--- src/shared/ebmp_pkg.sv ---
package ebmp_pkg;

  // ---------------------------------------------------------------------
  // Register word offsets (byte addresses on the Wishbone bus)
  // ---------------------------------------------------------------------
  localparam logic [3:0] EBMP_ADR_BUS_MISC = 4'h0;
  localparam logic [3:0] EBMP_ADR_RSVD = 4'h4;
  localparam logic [3:0] EBMP_ADR_IRQ_CTL = 4'h8;
  localparam logic [3:0] EBMP_ADR_PORT_DATA = 4'hc;

  // ---------------------------------------------------------------------
  // Field positions and reset values
  // ---------------------------------------------------------------------
  localparam int EBMP_BIT_E_STRETCH = 0;
  localparam int EBMP_BIT_IRQ_EDGE = 7;
  localparam int EBMP_BIT_IRQ_CONNECT = 6;
  localparam int EBMP_BIT_EMUL_SEL = 7;
  localparam int EBMP_BIT_EXT_SEL = 6;
  localparam int EBMP_PAGE_BITS = 6;
  localparam logic EBMP_RST_IRQ_CONNECT = 1'b1;
  localparam logic [7:0] EBMP_ZERO_BYTE = 8'h00;

  // Quarter-cycle deselect after a falling E edge, in bus clocks
  localparam int unsigned EBMP_DESEL_CYC = 1;

  // ---------------------------------------------------------------------
  // Operating modes
  // ---------------------------------------------------------------------
  typedef enum logic [2:0] {
    EBMP_MODE_SPECIAL_SC = 3'h0,
    EBMP_MODE_EMUL_NARROW = 3'h1,
    EBMP_MODE_SPECIAL_TEST = 3'h2,
    EBMP_MODE_EMUL_WIDE = 3'h3,
    EBMP_MODE_NORMAL_SC = 3'h4,
    EBMP_MODE_NORMAL_NARROW = 3'h5,
    EBMP_MODE_PERIPHERAL = 3'h6,
    EBMP_MODE_NORMAL_WIDE = 3'h7
  } ebmp_mode_t;

  // Bus side of the block, kept as one carrier
  typedef struct packed {
    logic cyc;
    logic stb;
    logic we;
    logic [3:0] adr;
    logic [3:0] sel;
    logic [31:0] dat;
  } ebmp_wb_req_t;

  // Pin side of the expansion port
  typedef struct packed {
    logic [7:0] out;
    logic [7:0] oe_n;
    logic [7:0] pull;
  } ebmp_port_pins_t;

endpackage : ebmp_pkg

--- src/rtl/ebmp_top.sv ---
`timescale 1ns/100ps
`default_nettype none
// How it works
// - Stretch bit clear: E clock free running
// - Stretch set: E high stretched, low internal
// - Stretch bit write-once normal, anytime special
// - Stretch bit ignored in single-chip modes
// - Control and reserved unmapped when expanded
// - Reserved location reads zero, ignores writes
// - Edge select readable; write-once unless special
// - Level-low or falling-edge pin recognition
// - Edge latch cleared by reset or service
// - Connect bit always writable; disconnects pin
// - Connect clear holds edge latch disabled
// - Direction one drives pin, zero floats
// - Data read: pin for inputs, latch outputs
// - Port registers unmapped expanded with emulate
// - Input pins pulled up when pull enabled
// - Bit 7 emulation select, quarter deselect
// - Bit 6 external select, same deselect
// - Bits 5:0 page address or general I/O
// - Port mapped single-chip, never peripheral
// - Reset sets stretch bit in every mode
module ebmp_top
  import ebmp_pkg::*;
(
  input wire logic clk_i,
  input wire logic rst_i,
  input wire logic cyc_i,
  input wire logic stb_i,
  input wire logic we_i,
  input wire logic [3:0] adr_i,
  input wire logic [3:0] sel_i,
  input wire logic [31:0] dat_i,
  output logic [31:0] dat_o,
  output logic ack_o,
  output logic ext_access_o,
  input wire logic [2:0] mode_i,
  input wire logic page_port_emulate_i,
  input wire logic page_port_pull_enable_i,
  input wire logic ext_cycle_i,
  input wire logic stretched_i,
  input wire logic visible_i,
  input wire logic e_phase_i,
  input wire logic emul_hit_i,
  input wire logic [5:0] page_address_bits_i,
  input wire logic irq_n_i,
  input wire logic irq_service_i,
  output logic irq_req_o,
  output logic bus_e_clock_o,
  input wire logic [7:0] port_pin_i,
  output logic [7:0] port_pin_o,
  output logic [7:0] port_pin_oe_n_o,
  output logic [7:0] port_pull_o
);

  // -----------------------------------------------------------------------
  // State
  // -----------------------------------------------------------------------
  typedef struct packed {
    logic e_stretch_enable;
    logic e_stretch_written;
    logic irq_edge_select;
    logic irq_edge_written;
    logic irq_pin_connect;
    logic irq_pin_d1;
    logic irq_edge_latch;
    logic [7:0] page_port_data;
    logic [7:0] page_port_direction;
    logic ack;
    logic [31:0] rdata;
    logic ext;
    logic e_clk;
    logic e_prev;
    logic desel;
    logic [7:0] pin_out;
    logic [7:0] pin_oe_n;
  } ebmp_state_t;

  ebmp_state_t s_q;
  ebmp_state_t s_d;

  ebmp_mode_t mode;
  logic is_special;
  logic is_single_chip;
  logic is_peripheral;
  logic is_emul;
  logic ctl_mapped;
  logic port_mapped;
  logic port_emulating;
  logic req;
  logic hit;
  logic e_fall;
  logic [7:0] port_read;
  logic [31:0] rd_word;
  logic [3:0] adr_w;

  // -----------------------------------------------------------------------
  // Mode decode
  // -----------------------------------------------------------------------
  assign mode = ebmp_mode_t'(mode_i);
  assign is_special = (mode == EBMP_MODE_SPECIAL_SC) ||
                      (mode == EBMP_MODE_SPECIAL_TEST) ||
                      (mode == EBMP_MODE_PERIPHERAL);
  assign is_single_chip = (mode == EBMP_MODE_SPECIAL_SC) ||
                          (mode == EBMP_MODE_NORMAL_SC);
  assign is_peripheral = (mode == EBMP_MODE_PERIPHERAL);
  assign is_emul = (mode == EBMP_MODE_EMUL_NARROW) ||
                   (mode == EBMP_MODE_EMUL_WIDE);
  // Control and reserved words live on-chip only in single-chip modes
  assign ctl_mapped = is_single_chip;
  assign port_emulating = !is_single_chip && !is_peripheral &&
                          page_port_emulate_i;
  assign port_mapped = is_single_chip ||
                       (!is_peripheral && !page_port_emulate_i);

  assign req = cyc_i && stb_i && !s_q.ack;
  assign adr_w = {adr_i[3:2], 2'b00};
  assign e_fall = s_q.e_prev && !e_phase_i;

  // Data read mixes pin level and output latch per direction bit
  assign port_read = (port_pin_i & ~s_q.page_port_direction) |
                     (s_q.page_port_data & s_q.page_port_direction);

  // -----------------------------------------------------------------------
  // Read decode
  // -----------------------------------------------------------------------
  always_comb
  begin
    rd_word = '0;
    hit = 1'b0;
    case (adr_w)
      EBMP_ADR_BUS_MISC:
      begin
        hit = ctl_mapped;
        rd_word[EBMP_BIT_E_STRETCH] = s_q.e_stretch_enable;
      end
      EBMP_ADR_RSVD:
      begin
        hit = ctl_mapped;
        rd_word[7:0] = EBMP_ZERO_BYTE;
      end
      EBMP_ADR_IRQ_CTL:
      begin
        hit = 1'b1;
        rd_word[EBMP_BIT_IRQ_EDGE] = s_q.irq_edge_select;
        rd_word[EBMP_BIT_IRQ_CONNECT] = s_q.irq_pin_connect;
      end
      EBMP_ADR_PORT_DATA:
      begin
        hit = port_mapped;
        rd_word[7:0] = port_read;
        rd_word[15:8] = s_q.page_port_direction;
      end
      default:
      begin
        hit = 1'b0;
        rd_word = '0;
      end
    endcase
  end

  // -----------------------------------------------------------------------
  // Next state
  // -----------------------------------------------------------------------
  always_comb
  begin
    s_d = s_q;
    s_d.ack = req;
    s_d.ext = req && !hit;
    s_d.rdata = (req && hit) ? rd_word : '0;

    if (req && we_i && hit)
    begin
      case (adr_w)
        EBMP_ADR_BUS_MISC:
        begin
          if (sel_i[0] && (is_special || !s_q.e_stretch_written))
          begin
            s_d.e_stretch_enable = dat_i[EBMP_BIT_E_STRETCH];
            s_d.e_stretch_written = 1'b1;
          end
        end
        EBMP_ADR_IRQ_CTL:
        begin
          if (sel_i[0])
          begin
            if (is_special || !s_q.irq_edge_written)
            begin
              s_d.irq_edge_select = dat_i[EBMP_BIT_IRQ_EDGE];
              s_d.irq_edge_written = 1'b1;
            end
            s_d.irq_pin_connect = dat_i[EBMP_BIT_IRQ_CONNECT];
          end
        end
        EBMP_ADR_PORT_DATA:
        begin
          if (sel_i[0])
          begin
            s_d.page_port_data = dat_i[7:0];
          end
          if (sel_i[1])
          begin
            s_d.page_port_direction = dat_i[15:8];
          end
        end
        default:
        begin
          s_d.ack = req;
        end
      endcase
    end

    // Interrupt edge detect
    s_d.irq_pin_d1 = irq_n_i;
    if (!s_q.irq_pin_connect)
    begin
      s_d.irq_edge_latch = 1'b0;
    end
    else if (s_q.irq_edge_select && s_q.irq_pin_d1 && !irq_n_i)
    begin
      s_d.irq_edge_latch = 1'b1;
    end
    else if (irq_service_i)
    begin
      s_d.irq_edge_latch = 1'b0;
    end

    // E clock: free running unless stretch enabled outside single chip
    s_d.e_prev = e_phase_i;
    if (!s_q.e_stretch_enable || is_single_chip)
    begin
      s_d.e_clk = e_phase_i;
    end
    else if (ext_cycle_i && stretched_i)
    begin
      s_d.e_clk = 1'b1;
    end
    else if (!ext_cycle_i && !visible_i)
    begin
      s_d.e_clk = 1'b0;
    end
    else
    begin
      s_d.e_clk = e_phase_i;
    end

    // Chip selects release briefly after each falling E edge, except when stretched_i is set with stretch disabled
    s_d.desel = e_fall &&
                !(stretched_i && !s_q.e_stretch_enable);

    if (port_emulating)
    begin
      s_d.pin_out[EBMP_BIT_EMUL_SEL] = !emul_hit_i || s_d.desel;
      s_d.pin_out[EBMP_BIT_EXT_SEL] =
        !(ext_cycle_i && !emul_hit_i) || s_d.desel;
      s_d.pin_out[EBMP_PAGE_BITS-1:0] = page_address_bits_i;
      s_d.pin_oe_n = '0;
    end
    else
    begin
      s_d.pin_out = s_q.page_port_data;
      s_d.pin_oe_n = ~s_q.page_port_direction;
    end
  end

  // -----------------------------------------------------------------------
  // Registers
  // -----------------------------------------------------------------------
  always_ff @(posedge clk_i)
  begin
    if (rst_i)
    begin
      s_q <= '0;
      s_q.e_stretch_enable <= 1'b1;
      s_q.irq_pin_connect <= EBMP_RST_IRQ_CONNECT;
      s_q.irq_pin_d1 <= 1'b1;
      s_q.pin_oe_n <= '1;
    end
    else
    begin
      s_q <= s_d;
    end
  end

  // -----------------------------------------------------------------------
  // Outputs
  // -----------------------------------------------------------------------
  assign dat_o = s_q.rdata;
  assign ack_o = s_q.ack;
  assign ext_access_o = s_q.ext;
  assign bus_e_clock_o = s_q.e_clk;
  assign port_pin_o = s_q.pin_out;
  assign port_pin_oe_n_o = s_q.pin_oe_n;
  // Pull-ups only on pins currently floating as inputs; follows the
  // registered enables so a pin is never pulled and driven at once
  assign port_pull_o = {8{page_port_pull_enable_i}} &
    s_q.pin_oe_n;
  assign irq_req_o = s_q.irq_pin_connect &&
    (s_q.irq_edge_select ? s_q.irq_edge_latch : !s_q.irq_pin_d1);

endmodule // ebmp_top
`default_nettype wire

--- config.mk ---
export PLATFORM = sky130hd
export DESIGN_NAME = ebmp_top
export DESIGN_NICKNAME = d
export VERILOG_FILES = /design/src/shared/ebmp_pkg.sv /design/src/rtl/ebmp_top.sv
export SDC_FILE = /design/constraint.sdc
export NUM_CORES = 1
export LEC_CHECK = 0
export BUFFER_PORTS_ARGS = -buffer_cell sky130_fd_sc_hd__buf_2
export CORE_MARGIN = 5
export CORE_UTILIZATION = 36
export CTS_BUF_LIST = sky130_fd_sc_hd__clkbuf_2 sky130_fd_sc_hd__clkbuf_4 sky130_fd_sc_hd__clkbuf_8
export DETAILED_ROUTE_END_ITERATION = 7
export PLACE_DENSITY = 0.65
export SYNTH_ARGS = -nofsm -noshare
export SYNTH_HDL_FRONTEND = slang
export SYNTH_SLANG_ARGS = --single-unit
--- constraint.sdc ---
create_clock -name clk_i -period 4.3 [get_ports clk_i]
set_input_delay 0.645 -clock clk_i [delete_from_list [all_inputs] [get_ports clk_i]]
set_output_delay 0.645 -clock clk_i [all_outputs]
set_load 0.02 [all_outputs]
After elaboration in Yosys (flattened, before gate mapping)
Index checks and enable logic that the tools add are counted.

Logic and storage cells: 98. Register bits after elaboration: 75. Input port bits: 71.

Mux-type cells: 10. Reductions and logical operators: 56. Equality and inequality tests: 6. Bitwise operators: 8.

Operators with widths (count): $and 8x8->8 (3); $logic_and 1x1->1 (19); $logic_not 1->1 (16); $mux 16 (1); $reduce_and 3->1 (4); $logic_or 1x1->1 (9); $not 8->8 (1); $or 8x8->8 (1); $eq 3x3->1 const B (2); $mux 1 (6); $reduce_or 2->1 (3); $eq 2x2->1 const B (2); $logic_not 4->1 (1); $pmux 2 s2 (1); $reduce_and 4->1 (1); $eq 3x2->1 const B (1); $logic_not 3->1 (1); $not 1->1 (3); $pmux 1 s3 (1); $reduce_or 3->1 (1); $eq 2x1->1 const B (1); $pmux 1 s2 (1); $reduce_bool 2->1 (1).

Depth between registers and ports, before layout
Depth after elaboration: 8. Gate-level depth with buffers: 8. Gate-level depth less buffers: 7.

Least setup slack after synthesis
No wires, ideal clock.

Path type: input to register. From: input port adr_i[2]. To: register s_q[56] in the netlist's numbering. Arrival: 2217 ps. Buffers on the path: 1. Data required time: 4172 ps. Stages: 8. Path slack: 1956 ps. Path through: inv_1 > ha_1 > clkbuf_1 > or4_1 > o21a_2 > o2111ai_4 > mux2i_1 > nor2_1.

Word-level cells in the longest chain between the ends: 5. Elaborated cells between the ends (all ways): 8. Those cells by class: 3 x eq/ne; 1 x mux; 4 x reduce/logical.

Ends and longest elaborated chain: start, declared (RTL line ebmp_top.sv:32) `input wire logic [3:0] adr_i,`; $logic_not 4->1 or $eq 2x1->1 (tied branches) (RTL line ebmp_top.sv:132) `case (adr_w)`; $reduce_or 2->1 (no line); $pmux 1 s3 (RTL line ebmp_top.sv:132); $logic_and 1x1->1 (RTL line ebmp_top.sv:173) `if (req && we_i && hit)`; $reduce_and 3->1 (no line) (*); end, declared (RTL line ebmp_top.sv:80) `ebmp_state_t s_q;`.

Every way passes the cells marked *; elsewhere a longest branch is shown, timed or not. A chain may end at the register's enable or synchronous reset.

Final worst setup path
From: input port adr_i[2]. To: register s_q[59] in the netlist's numbering.

The elaborated chain is that of the path after synthesis.

==> results.yml <==
detailed_routing:
  drtPass1Iterations: 4
  via_per_inst: 4.22
  routed-via-count: 1835
  wirelength_mm: 5.50
  drc_errors: 0
  drtAntennaViolNets: 0
  wl_per_cell_um: 12.6
  drtIter0Drc: 34
timing:
  hold_viol_final: 0
  finalSetupTns_ns: 0
  finalSetupViolCount: 0
  maxSlewHeadroom_pct: 25.1
  post-route-period-util_pct: 54.2
  clock.fmax_mhz: 429
  slew_viol_final: 0
  worstMarginPinSlew_ns: 1.12
  fin_worst_skew_ns: 0.00409
  min_period_ns: 2.33
  rsz0062_at_grt: "false"
grt:
  grt_max_degree: 44
  grt_pass1_wl_mm: 8.47
  grt_usage_pct: 12.5
  grt_overflow_total: 0
  antenna_found_initial: 0
  grt_pass1_vias: 1756
logic_synthesis:
  netlist_area_um2: 2610
  synth-seq-area-share_pct: 45.2
  ys.flop_type: "dfxtp_1"
  synth.ff_latch_count: 59
  post_synth_num_cell_types: 38
  async_reset_ff_share_pct: 0
  syn_avg_cell_area_um2: 9.74
  synth_cells: 268
  synth_edf_count: 0
  yosys_warnings: 0
floorplanning:
  num_rows: 31
  chipWidth_um: 95.2
  die_y_um: 95.2
  die-area_um2: 9060
  ios: 131
  initial_utilization_pct: 36.4
  core_um2: 7180
cells_and_area:
  drive_above_1_share_pct: 35.7
  n_antenna_cell: 0
  utilization_pct: 42.4
  final_cells: 435
  nets: 407
  areaGrowthSynthToFinish_pct: 16.4
placement:
  gp_congestion: 0.769
  io_buffers: 94
  post-place-cells: 420
  dp_hpwl_mm: 4.28
critical_path:
  worstPathArrival_ns: 2.51
  start_kind: "input pin"
  crit_required_ns: 4.48
  crit_path_end_kind: "register"
  critPathMaxFanout: 9
  critPathKind: "in2reg"
power_and_ir_drop:
  peakVddDrop_mv: 0.153
  power_density_nw_per_um2: 366
  leakage_nw: 1.54
cts:
  cts_buffer_depth: 2
  cts_tree: "built"
  clock_latency_ns: 0.32
  ctsHoldBuffers: 0
  clk_transition_reported_paths_ns: 0.07
  numCtsBuffers: 9
  cts-resized-gates: 0
  ctsHtreeMaxLevel: 3
  cts_sinks: 59
  postCtsSetupBuffers: 0
  cts-root-buf: "clkbuf_8"
job:
  max_cap_viol_count: 0
run_status:
  outcome: "finished clean"
worst_hold_path:
  hp-class: "reg2reg"
[placed cells by master, fill, tap and decap left out, drive strengths merged, types with 3 or more instances in the layout]
cell type,count
and2,18
ha,4
mux2,3
nand2,4
o21ai,6
inv,9
mux2i,30
a22oi,3
a21oi,3
clkbuf,10
conb,16
buf,95
o21bai,8
clkinv,3
nor2,40
dfxtp,59
[worst max-delay path, cell delays in order]
cell and delay, ns:
buf_2 0.11, ha_1 0.32, or4_1 0.56, o21a_2 0.16
o2111ai_4 0.41, mux2i_1 0.25, nor2_1 0.05
[metal layers]
layer	GRT usage [%]	up-vias	wire (um)
met5	0	-	0
met4	6.13	0	89
met3	3.00	9	377
met2	20.2	66	2600
met1	15.5	808	2430
li1	-	952	-
[layout make-up]
class                   instances  area [um2]
clock inverters                 5        30.0
inverters                       9        33.8
clock buffers                  10         138
fillers                       739        4140
multi-input cells             158        1050
flip-flops and latches         59        1180
well taps                      99         124
repair buffers                 95         478
[where the power goes]
part,internal [mW],switching (mW)
Sequential,0.557,0.00394
Combinational,0.0468,0.0745
Clock,0.218,0.212
Total,0.822,0.290
[flip-flops by register name, indices dropped and copies added, names as in the netlist]
signal and flops:
ack_o 1, bus_e_clock_o 1, dat_o 16, ext_access_o 1, port_pin_o 8, port_pin_oe_n_o 8, s_q 24
[kinds of logic (layout without fill, tap and decap cells)]
kind of cell / Yosys count / count (layout) / share of synthesized area (%)
and+or+nand+nor: 73 / 73 / 13.6
buffers and inverters: 66 / 119 / 16.7
DFF: 59 / 59 / 45.2
muxes: 33 / 33 / 12.8
AOI/OAI and AO/OA: 32 / 32 / 9.68
adders and majority gates: 4 / 4 / 1.92
other: 1 / 16 / 0.144
[path summary, 6_finish.rpt]
kind | depth (start not counted) | from | end | slack [ns]
worst max-delay path | 7 | adr_i[2] | s_q[59] | 1.97
worst min-delay path | 2 | s_q[72] | s_q[72] | 0.48
worst max register to register | 5 | ack_o | s_q[67] | 2.62
worst min register to register | 2 | s_q[72] | s_q[72] | 0.48
[Yosys cell counts (2+ instances only)]
cell type	instances	share of area, %
inv_1	9	1.3
buf_4	48	14
nand2b_1	2	0.48
a22oi_1	3	0.86
nor3_1	2	0.38
and2_1	18	4.3
clkbuf_1	7	1.0
o21bai_1	8	2.3
o21ai_0	6	1.2
nor2_1	40	5.7
mux2i_1	30	11
ha_1	4	1.9
mux2_2	3	1.3
nand2_1	4	0.57
a21oi_1	3	0.57
dfxtp_1	59	45
[through the flow]
stage                     cell area (um2)  setup WS, ns  total power, mW  hold WS, ns
after global routing                 3040          1.84             1.18        0.519
final                                3040          1.97             1.11        0.475
after detailed placement             2870          1.62            0.696        0.464
after global placement               2870          1.65            0.696        0.450
after floorplan                      2670          1.96            0.670        0.437
after CTS                            3040          1.96             1.13        0.478
No activity file was read; power rests on OpenSTA's default activity.
